### src/rtl/cfg_hdr_pkg.sv
// Constants for the main function configuration header slice
package cfg_hdr_pkg;
  // ==========================================================================
  // Register offsets (byte addresses)
  localparam logic [7:0] CommandOffset = 8'h04;
  localparam logic [7:0] ClassRevOffset = 8'h08;
  localparam logic [7:0] HeaderTenureOffset = 8'h0c;
  // ==========================================================================
  // Command field bit positions
  localparam int IoDecodeBit = 0;
  localparam int MemDecodeBit = 1;
  localparam int InitiatorBit = 2;
  localparam int MwiBit = 4;
  localparam int SysErrBit = 8;
  localparam logic [15:0] CommandWritableMask = 16'h01f7;
  localparam logic [15:0] CommandReset = 16'h0000;
  // ==========================================================================
  // Fixed identity values
  localparam logic [23:0] ClassCodeValue = 24'h048000;
  localparam logic [7:0] HeaderKindValue = 8'h80;
  // Arbitrary neutral silicon step, not a real part value
  localparam logic [7:0] SiliconStepDefault = 8'h5a;
  // ==========================================================================
  // Latency timer field and scaling
  localparam int TenureLsb = 11;
  localparam int TenureMsb = 15;
  localparam logic [4:0] TenureReset = 5'h00;
  localparam int TenureClocksPerUnit = 8;
  localparam logic [7:0] TenureZero = 8'h00;
endpackage : cfg_hdr_pkg

### src/rtl/main_accel_function_cfg.sv
// Configuration command, class, revision and latency registers of the main function
// Contract
// - The system error driver is enabled only while command bit 8 is one.
// - Memory Write and Invalidate is used only while command bit 4 is one, else plain write.
// - Initiator transactions start only while command bit 2 is one.
// - Memory accesses are claimed only while command bit 1 is one.
// - Command bit 0 is read/write but never makes the function claim I/O accesses.
// - Offset 0x08 bits 31:8 read the fixed class code 0x048000 and ignore writes.
// - Offset 0x08 bits 7:0 read a fixed read-only silicon step identifier.
// - Offset 0x0c reads header kind 0x80 in 23:16 and zero in 31:24 and 10:0.
// - Latency field 15:11 is writable, resets to zero, and means eight clocks per unit.
// - All command enables read zero after reset.
`timescale 1ns/1ps
`default_nettype none
module main_accel_function_cfg
  import cfg_hdr_pkg::*;
#(
  parameter logic [7:0] SILICON_STEP = SiliconStepDefault
)(
  // Clock and reset
  input  wire logic        clk_sys,
  input  wire logic        reset_n,
  // Configuration access (Type 0, already decoded to this function)
  input  wire logic        cfgRead,
  input  wire logic        cfgWrite,
  input  wire logic [7:0]  cfgOffset,
  input  wire logic [3:0]  cfgByteEn,
  input  wire logic [31:0] cfgWriteData,
  output logic [31:0]      cfgReadData,
  output logic             cfgReadValid,
  // Target side requests from the bus engine
  input  wire logic        memCycleHit,
  input  wire logic        ioCycleHit,
  output logic             claimMemory,
  output logic             claimIo,
  // Initiator side
  input  wire logic        initiatorRequest,
  input  wire logic        wantInvalidate,
  input  wire logic        busOwned,
  input  wire logic        grantPresent,
  input  wire logic        lineBoundary,
  output logic             initiatorStart,
  output logic             useInvalidate,
  output logic             burstStop,
  // System error
  input  wire logic        sysErrorEvent,
  output logic             sysErrorOut,
  output logic             sysErrorOutEn
);
  // ==========================================================================
  // State
  logic [15:0] command_q;
  logic [15:0] command_d;
  logic [4:0]  tenure_q;
  logic [4:0]  tenure_d;
  logic [31:0] rdata_q;
  logic [31:0] rdata_d;
  logic        rvalid_q;
  logic        rvalid_d;
  logic        claimMem_q;
  logic        claimMem_d;
  logic        start_q;
  logic        start_d;
  logic        mwi_q;
  logic        mwi_d;
  logic        stop_q;
  logic        stop_d;
  logic        serrEn_q;
  logic        serrEn_d;
  logic        serr_q;
  logic        serr_d;
  logic        tenureExpired;

  // Byte-lane merge, used for the command register only
  function automatic logic [15:0] mergeLow(input logic [15:0] old, input logic [15:0] wd,
                                           input logic [1:0] be);
    logic [15:0] res;
    res = old;
    if (be[0]) res[7:0] = wd[7:0];
    if (be[1]) res[15:8] = wd[15:8];
    return res;
  endfunction : mergeLow

  // ==========================================================================
  // Register writes; unwritable bits are masked so they stay zero
  always_comb begin
    command_d = command_q;
    tenure_d  = tenure_q;
    if (cfgWrite && cfgOffset == CommandOffset) begin
      command_d = mergeLow(command_q, cfgWriteData[15:0], cfgByteEn[1:0])
                  & CommandWritableMask;
    end
    if (cfgWrite && cfgOffset == HeaderTenureOffset && cfgByteEn[1]) begin
      tenure_d = cfgWriteData[TenureMsb:TenureLsb];
    end
  end

  // ==========================================================================
  // Read mux; class and header values are constants so writes cannot stick
  always_comb begin
    rdata_d  = 32'h0000_0000;
    rvalid_d = cfgRead;
    case (cfgOffset)
      CommandOffset: begin
        rdata_d = {16'h0000, command_q};
      end
      ClassRevOffset: begin
        rdata_d = {ClassCodeValue, SILICON_STEP};
      end
      HeaderTenureOffset: begin
        rdata_d = {8'h00, HeaderKindValue, tenure_q, 11'h000};
      end
      default: begin
        rdata_d = 32'h0000_0000;
      end
    endcase
    // Data bus rests at zero between reads so stale words never leak out
    if (!cfgRead) begin
      rdata_d = 32'h0000_0000;
    end
  end

  // ==========================================================================
  // Bus-facing decisions; claim, start, invalidate and error enable each gated by its command enable
  always_comb begin
    claimMem_d = memCycleHit & command_q[MemDecodeBit];
    start_d    = initiatorRequest & command_q[InitiatorBit];
    mwi_d      = wantInvalidate & command_q[MwiBit];
    stop_d     = busOwned & tenureExpired & ~grantPresent & lineBoundary;
    serrEn_d   = command_q[SysErrBit] & sysErrorEvent;
    serr_d     = 1'b0;
  end

  // Register all state; every output except claimIo comes from here
  always_ff @(posedge clk_sys or negedge reset_n) begin
    if (!reset_n) begin
      command_q  <= CommandReset;
      tenure_q   <= TenureReset;
      rdata_q    <= 32'h0000_0000;
      rvalid_q   <= 1'b0;
      claimMem_q <= 1'b0;
      start_q    <= 1'b0;
      mwi_q      <= 1'b0;
      stop_q     <= 1'b0;
      serrEn_q   <= 1'b0;
      serr_q     <= 1'b0;
    end else begin
      command_q  <= command_d;
      tenure_q   <= tenure_d;
      rdata_q    <= rdata_d;
      rvalid_q   <= rvalid_d;
      claimMem_q <= claimMem_d;
      start_q    <= start_d;
      mwi_q      <= mwi_d;
      stop_q     <= stop_d;
      serrEn_q   <= serrEn_d;
      serr_q     <= serr_d;
    end
  end

  // ==========================================================================
  // Tenure counter instance
  tenure_counter u_tenure (
    .clk_sys       (clk_sys),
    .reset_n       (reset_n),
    .tenureUnits   (tenure_q),
    .busOwned      (busOwned),
    .tenureExpired (tenureExpired)
  );

  // Outputs; I/O is never claimed since this function has no I/O space
  assign cfgReadData   = rdata_q;
  assign cfgReadValid  = rvalid_q;
  assign claimMemory   = claimMem_q;
  assign claimIo       = 1'b0;
  assign initiatorStart = start_q;
  assign useInvalidate = mwi_q;
  assign burstStop     = stop_q;
  assign sysErrorOut   = serr_q;                    // Open drain: drives low
  assign sysErrorOutEn = serrEn_q;

  // ==========================================================================
  // Assertions
  property p_serr_gate;
    @(posedge clk_sys) disable iff (!reset_n)
      sysErrorOutEn |-> $past(command_q[SysErrBit]) && $past(sysErrorEvent);
  endproperty
  a_serr_gate: assert property (p_serr_gate)
    else $error("serr driven while disabled");

  property p_mwi_gate;
    @(posedge clk_sys) disable iff (!reset_n)
      (wantInvalidate && command_q[MwiBit]) |=> useInvalidate;
  endproperty
  a_mwi_gate: assert property (p_mwi_gate)
    else $error("invalidate not used when enabled");

  property p_master_gate;
    @(posedge clk_sys) disable iff (!reset_n)
      !command_q[InitiatorBit] |=> !initiatorStart;
  endproperty
  a_master_gate: assert property (p_master_gate)
    else $error("initiator start while disabled");

  property p_mem_claim;
    @(posedge clk_sys) disable iff (!reset_n)
      memCycleHit |=> (claimMemory == $past(command_q[MemDecodeBit]));
  endproperty
  a_mem_claim: assert property (p_mem_claim)
    else $error("memory claim mismatch");

  property p_no_io;
    @(posedge clk_sys) disable iff (!reset_n)
      ioCycleHit |=> !claimIo;
  endproperty
  a_no_io: assert property (p_no_io)
    else $error("io access claimed");

  property p_class_read;
    @(posedge clk_sys) disable iff (!reset_n)
      (cfgRead && cfgOffset == ClassRevOffset) |=>
        cfgReadValid && cfgReadData == {ClassCodeValue, SILICON_STEP};
  endproperty
  a_class_read: assert property (p_class_read)
    else $error("class code read wrong");

  property p_header_read;
    @(posedge clk_sys) disable iff (!reset_n)
      (cfgRead && cfgOffset == HeaderTenureOffset) |=>
        cfgReadData[31:16] == {8'h00, HeaderKindValue} && cfgReadData[10:0] == 11'h000;
  endproperty
  a_header_read: assert property (p_header_read)
    else $error("header kind read wrong");

  property p_reserved_cmd;
    @(posedge clk_sys) disable iff (!reset_n)
      command_q[15:9] == 7'h00 && !command_q[3];
  endproperty
  a_reserved_cmd: assert property (p_reserved_cmd)
    else $error("reserved command bit set");

  property p_tenure_write;
    @(posedge clk_sys) disable iff (!reset_n)
      (cfgWrite && cfgOffset == HeaderTenureOffset && cfgByteEn[1]) |=>
        tenure_q == $past(cfgWriteData[TenureMsb:TenureLsb]);
  endproperty
  a_tenure_write: assert property (p_tenure_write)
    else $error("latency value not stored");

  property p_stop_cause;
    @(posedge clk_sys) disable iff (!reset_n)
      burstStop |-> $past(tenureExpired) && !$past(grantPresent) && $past(lineBoundary);
  endproperty
  a_stop_cause: assert property (p_stop_cause)
    else $error("burst stopped without cause");

  // First edge after release must still show the reset image
  property p_cmd_reset;
    @(posedge clk_sys)
      $rose(reset_n) |-> command_q == CommandReset && tenure_q == TenureReset;
  endproperty
  a_cmd_reset: assert property (p_cmd_reset)
    else $error("command or latency not zero after reset");

  property p_mwi_off;
    @(posedge clk_sys) disable iff (!reset_n)
      (wantInvalidate && !command_q[MwiBit]) |=> !useInvalidate;
  endproperty
  a_mwi_off: assert property (p_mwi_off)
    else $error("invalidate used while disabled");

  property p_claim_cause;
    @(posedge clk_sys) disable iff (!reset_n)
      claimMemory |-> $past(memCycleHit) && $past(command_q[MemDecodeBit]);
  endproperty
  a_claim_cause: assert property (p_claim_cause)
    else $error("memory claimed without hit and enable");

  property p_start_cause;
    @(posedge clk_sys) disable iff (!reset_n)
      initiatorStart |-> $past(initiatorRequest) && $past(command_q[InitiatorBit]);
  endproperty
  a_start_cause: assert property (p_start_cause)
    else $error("initiator start without enable and request");

  property p_serr_follow;
    @(posedge clk_sys) disable iff (!reset_n)
      (sysErrorEvent && command_q[SysErrBit]) |=> sysErrorOutEn && !sysErrorOut;
  endproperty
  a_serr_follow: assert property (p_serr_follow)
    else $error("error line not driven low while enabled");

  // I/O decode bit is plain storage with no effect on claiming
  property p_io_bit;
    @(posedge clk_sys) disable iff (!reset_n)
      (cfgWrite && cfgOffset == CommandOffset && cfgByteEn[0]) |=>
        command_q[IoDecodeBit] == $past(cfgWriteData[IoDecodeBit]);
  endproperty
  a_io_bit: assert property (p_io_bit)
    else $error("io decode bit not stored");

  property p_tenure_read;
    @(posedge clk_sys) disable iff (!reset_n)
      (cfgRead && cfgOffset == HeaderTenureOffset) |=>
        cfgReadData[TenureMsb:TenureLsb] == $past(tenure_q);
  endproperty
  a_tenure_read: assert property (p_tenure_read)
    else $error("latency value read wrong");

  property p_stop_due;
    @(posedge clk_sys) disable iff (!reset_n)
      (busOwned && tenureExpired && !grantPresent && lineBoundary) |=> burstStop;
  endproperty
  a_stop_due: assert property (p_stop_due)
    else $error("burst not stopped after tenure expiry");
endmodule : main_accel_function_cfg
`default_nettype wire

### src/rtl/tenure_counter.sv
// Initiator tenure counter driven by the latency timer field
`timescale 1ns/1ps
`default_nettype none
module tenure_counter
  import cfg_hdr_pkg::*;
(
  // Clock and reset
  input  wire logic       clk_sys,
  input  wire logic       reset_n,
  // Control
  input  wire logic [4:0] tenureUnits,
  input  wire logic       busOwned,
  // Status
  output logic            tenureExpired
);
  logic [7:0] count_q;
  logic [7:0] count_d;
  logic       expired_q;
  logic       expired_d;

  // ==========================================================================
  // Load units times eight at tenure start, count down while owned
  always_comb begin
    count_d   = count_q;
    expired_d = expired_q;
    if (!busOwned) begin
      count_d   = {tenureUnits, 3'b000};
      expired_d = 1'b0;
    end else if (count_q == TenureZero) begin
      expired_d = 1'b1;
    end else begin
      count_d = count_q - 8'h01;
    end
  end

  // Register the counter state
  always_ff @(posedge clk_sys or negedge reset_n) begin
    if (!reset_n) begin
      count_q   <= TenureZero;
      expired_q <= 1'b0;
    end else begin
      count_q   <= count_d;
      expired_q <= expired_d;
    end
  end

  assign tenureExpired = expired_q;
endmodule : tenure_counter
`default_nettype wire

### config.mk
export PLATFORM = sky130hd
export DESIGN_NAME = main_accel_function_cfg
export DESIGN_NICKNAME = d
export VERILOG_FILES = /design/src/rtl/cfg_hdr_pkg.sv /design/src/rtl/main_accel_function_cfg.sv /design/src/rtl/tenure_counter.sv
export SDC_FILE = /design/constraint.sdc
export NUM_CORES = 1
export LEC_CHECK = 0
export BUFFER_PORTS_ARGS = -buffer_cell sky130_fd_sc_hd__buf_4
export CAP_MARGIN = 20
export CORE_MARGIN = 2
export CORE_UTILIZATION = 40
export DETAILED_ROUTE_END_ITERATION = 16
export PLACE_DENSITY = 0.72
export SLEW_MARGIN = 40
export SYNTH_ARGS = -nofsm -noshare
export SYNTH_HDL_FRONTEND = slang
export SYNTH_HIERARCHICAL = 1
export SYNTH_SLANG_ARGS = --single-unit
### constraint.sdc
create_clock -name clk_sys -period 3.47 [get_ports clk_sys]
set_clock_uncertainty 0.1 [all_clocks]
set_input_delay 0.694 -clock clk_sys [delete_from_list [all_inputs] [get_ports clk_sys]]
set_output_delay 0.694 -clock clk_sys [all_outputs]
set_load 0.005 [all_outputs]
* Yosys cells after proc, flatten, opt, wreduce, memory -nomap -nowiden
Index checks and enable logic that the tools add are counted.
Storage, ports and cells: memories 0, bits in writable memories 0, memory bits (read-only) 0, bits of input ports 56, output and inout bits 40, word-level logic and storage cells 38, register bits 60, latch bits 0
Operators by class: multiply operators 0, $add $sub $neg 1, divide/modulo/power cells 0, shifts and indexed selects 0, mux-type cells 6, eq/ne operators 5, reductions and logical operators 6, order comparisons 0, bitwise logic cells 8
Operators by type and width (count):
- 27-bit one-hot mux with 3 select lines | 1
- 32-bit two-way mux | 1
- 8-bit by 4-bit equality test with 1-bit output (second input constant) | 2
- 8-bit two-way mux | 2
- 8-bit by 3-bit equality test with 1-bit output (second input constant) | 1
- 8-bit logical NOT | 1
- 8-bit by 1-bit subtractor with 8-bit output (second input constant) | 1
- 1-bit AND | 7
- 2-bit AND reduction | 2
- 1-bit logical AND | 3
- 1-bit two-way mux | 2
- 2-bit by 1-bit inequality test with 1-bit output (second input constant) | 1
- 2-bit inequality test (second input constant) | 1
- 1-bit NOT | 1

* Depth between registers and ports, before layout
word-level depth 3, depth in mapped cells 5

* Cells and area by module
Netlist, hierarchy kept.
By module, submodules not included:
- main_accel_function_cfg | times used 1, area an instance 1386.3 um^2, cells each 108
- tenure_counter | times used 1, area an instance 511.7 um^2, cells each 56

* Worst setup path after synthesis
OpenSTA, ideal clock, no wires.
kind reg2reg, start register u_tenure.count_q[0], end register u_tenure.count_q[6], stages on the path, launching flop included 6, clock period less this slack 1.840 ns, data arrival time 1.658 ns, buffers on the path 0, setup slack 1.630 ns, required time 3.288 ns, path through dfrtp_1 -> inv_1 -> ha_1 -> or4b_4 -> or4_1 -> a31oi_1
Between the ends: longest elaborated chain between the ends 3, elaborated cells between the ends (all ways) 5, those cells by class 1 x add/sub; 1 x eq/ne; 2 x mux; 1 x reduce/logical
Ends and longest elaborated chain:
- start, declared | line tenure_counter.sv:16 | logic [7:0] count_q;
- start signal, assigned | line tenure_counter.sv:39 | count_q <= TenureZero;
- start signal, assigned | line tenure_counter.sv:42 | count_q <= count_d;
- 8-bit by 1-bit subtractor with 8-bit output | line tenure_counter.sv:32 | count_d = count_q - 8'h01;
- 8-bit two-way mux | line tenure_counter.sv:29 | end else if (count_q == TenureZero) begin
- 8-bit two-way mux | line tenure_counter.sv:26 | if (!busOwned) begin
Parallel ways exist; a longest one is shown, timed or not. The select of a mux whose other input is x is not followed. A chain may end at the register's enable or synchronous reset.

* Worst setup path in the final report
Ends and elaborated chain as after synthesis.

==> results.toml <==
[logic_synthesis]
synthCells = 164
syn_area_per_cell_sq_um = 11.6
async_flop_share = 1.00
netlist_area_sq_um = 1900
ys.flop_type = "dfrtp_1"
ys_seq_area_frac = 0.567
synth_seq_cells = 43
synth_edf_count = 0
yosysWarningCount = 6
synth.distinct_cells = 37

[timing]
period_share = 0.578
timing.setup.tns_ns = 0
maxSlewViolCount = 0
tightest_slew_ns = 0.710
timing.max_slew.rel_slack = 0.523
final-setup-viol-count = 0
finalCriticalPeriod_ns = 2.01
rsz0062_at_grt = "false"
fmax_ghz = 0.498
setup_ws_ns = 1.46
finalHoldViolations = 0

[pwr]
p_leak_nw = 1.25
p_seq_frac = 0.489
vdd_drop_max_mv = 0.198
power.density_nw_per_um2 = 486
power_frac_clock = 0.321
combPwrFrac = 0.190
p_switching_mw = 0.313
sw_frac_of_total = 0.268
p_int_mw = 0.857

[clocking]
cts-resized-gates = 0
cts_buffer_depth = 2
path_clk_slew_ns = 0.08
worstSkewPairLatency_ns = 0.28
htree_num_levels = 2
cts.sinks = 43
cts_hold_buf = 0
clock-root-buffer = "clkbuf_8"
cts_tree = "yes"
cts_setup_buffers = 0
cts_inserted_buffers = 5

[floorplanning]
dieArea_sq_um = 5310
initial_core_util = 0.407
rows = 25
io_pins = 96
chipHeight_um = 72.9
core_area_sq_um = 4660
die_w_um = 72.9

[drt]
drtIter0Drc = 71
via_per_inst = 4.74
detail-route-antenna-nets = 0
vias = 1319
drc_errors = 0
avgRoutedWirePerCell_um = 12.1
routed_wl_mm = 3.35
firstDrtPassIters = 4

[setup_path]
crit_family = "simple AND/OR/NAND/NOR gates"
r2r_end = "u_tenure/count_q[6]$_DFFE_PN0P_"
crit_buf_inv = 1
startpoint_type = "register"
reg2reg_slack_ns = 1.46
cp.required_ns = 3.57
reg2regPathDepth = 5
arrival_ns = 2.11
crit_fanout = 5
reg2reg_from = "u_tenure/count_q[0]$_DFFE_PN0P_"
path_cells = "inv_1, ha_1, or4b_4, or4_1, a31oi_1"
crit_slowest_cell = "or4b_4"
crit_path_end_kind = "register"
criticalPathCategory = "reg -> reg"
cp_slowest_stage_delay_ns = 0.51

[placement]
place_congestion = 0.821
post-place-ws_ns = 1.32
hpwl_mm = 2.55
portBuffers = 55

[status]
status = "complete, no violations"

[finish]
n_antenna_cell = 0
layout-drive-gt1-share = 0.366
layout.nets = 280
area_growth_pct = 26.8

[grt]
grt.total_usage = 0.132
grt_max_degree = 44
grt_pass1_wl_mm = 5.40
grt-ovfl-total = 0
grt_antenna_before_repair = 0
grt_pass1_vias = 1298

[run]
cap_violations = 0

[min_path]
min-delay-path-class = "in -> async"
## cells by family (layout without fill, tap and decap cells)
logic type | count (synthesis) | after routing | synth area share
XOR/XNOR | 1 | 1 | 0.00462
AO/OA/AOI/OAI | 19 | 19 | 0.0646
buffers and inverters | 32 | 75 | 0.103
adder cells (fa/ha/maj) | 1 | 1 | 0.00659
AND/OR/NAND/NOR | 54 | 54 | 0.175
multiplexers | 13 | 13 | 0.0771
other | 1 | 18 | 0.00198
flip-flops | 43 | 43 | 0.567
## flip-flops by register name, summed over array words and instances, names as in the netlist
| signal | count |
|---|---|
| initiatorStart | 1 |
| command_q | 8 |
| claimMemory | 1 |
| sysErrorOutEn | 1 |
| u_tenure/count_q | 8 |
| useInvalidate | 1 |
| u_tenure/tenureExpired | 1 |
| burstStop | 1 |
| tenure_q | 5 |
| cfgReadValid | 1 |
| cfgReadData | 15 |
## how the worst max path moves through the flow
stage,startpoint,to,slack [ns],cells after the start
6_report,u_tenure/count_q[0]$_DFFE_PN0P_,u_tenure/count_q[6]$_DFFE_PN0P_,1.46,5
5_1_grt,u_tenure/count_q[0]$_DFFE_PN0P_,u_tenure/count_q[6]$_DFFE_PN0P_,1.38,5
4_1_cts,u_tenure/count_q[0]$_DFFE_PN0P_,u_tenure/count_q[6]$_DFFE_PN0P_,1.48,5
3_5_place_dp,cfgOffset[5],tenure_q[1]$_DFFE_PN0P_,1.32,4
3_3_place_gp,cfgOffset[5],tenure_q[0]$_DFFE_PN0P_,1.34,4
2_1_floorplan,u_tenure/count_q[0]$_DFFE_PN0P_,u_tenure/count_q[6]$_DFFE_PN0P_,1.63,5
## cell usage in the layout (no fill, tap or decap), drive strengths merged, types with 4 or more instances in the layout
master,n
nand2,6
a21oi,4
and3,7
nor3,8
inv,11
clkbuf,5
and2,7
conb,18
mux2,13
buf,56
nor2,8
dfrtp,43
o21ai,5
## synth_stat cells (3+ instances only)
cell / n / area share
a21oi_1: 4 / 0.011
dfrtp_1: 43 / 0.57
inv_1: 11 / 0.022
mux2_2: 13 / 0.077
nor3_1: 8 / 0.021
and3_1: 7 / 0.023
nor2_1: 8 / 0.016
buf_4: 19 / 0.075
nor2b_1: 3 / 0.0099
o21ai_0: 5 / 0.013
and2_1: 7 / 0.023
a31oi_1: 3 / 0.0099
nand2_1: 6 / 0.012
## cell type report
cell class / count / area, sq um
multi-input combinational: 106 / 689
fill: 432 / 2250
timing repair buffer: 56 / 420
clock buffer: 5 / 68.8
tap: 54 / 67.6
clock inverter: 3 / 43.8
sequential: 43 / 1080
inverter: 11 / 41.3
## stage by stage
step	std cells	total power, mW	hold slack, ns	area [sq um]	util
after CTS	278	1.19	0.301	2410	0.517
after global routing	278	1.24	0.326	2410	0.517
after global placement	270	0.796	0.382	2290	0.492
final	278	1.17	0.279	2410	0.517
after detailed placement	270	0.803	0.384	2290	0.492
after floorplan	181	0.737	0.298	1960	-
## power groups by stage
stage	registers, mW	logic (mW)	clock network, mW
2_1_floorplan	0.574	0.164	0
3_3_place_gp	0.581	0.215	0
3_5_place_dp	0.582	0.221	0
4_1_cts	0.572	0.221	0.393
5_1_grt	0.581	0.250	0.411
6_report	0.572	0.222	0.376
## routing by layer
metal  GRT usage  share of wire
met1       0.157           0.43
met2       0.226           0.50
met3      0.0373          0.054
met4      0.0514          0.018
met5           0              0
Note: power is estimated with default switching activity, not from simulation.
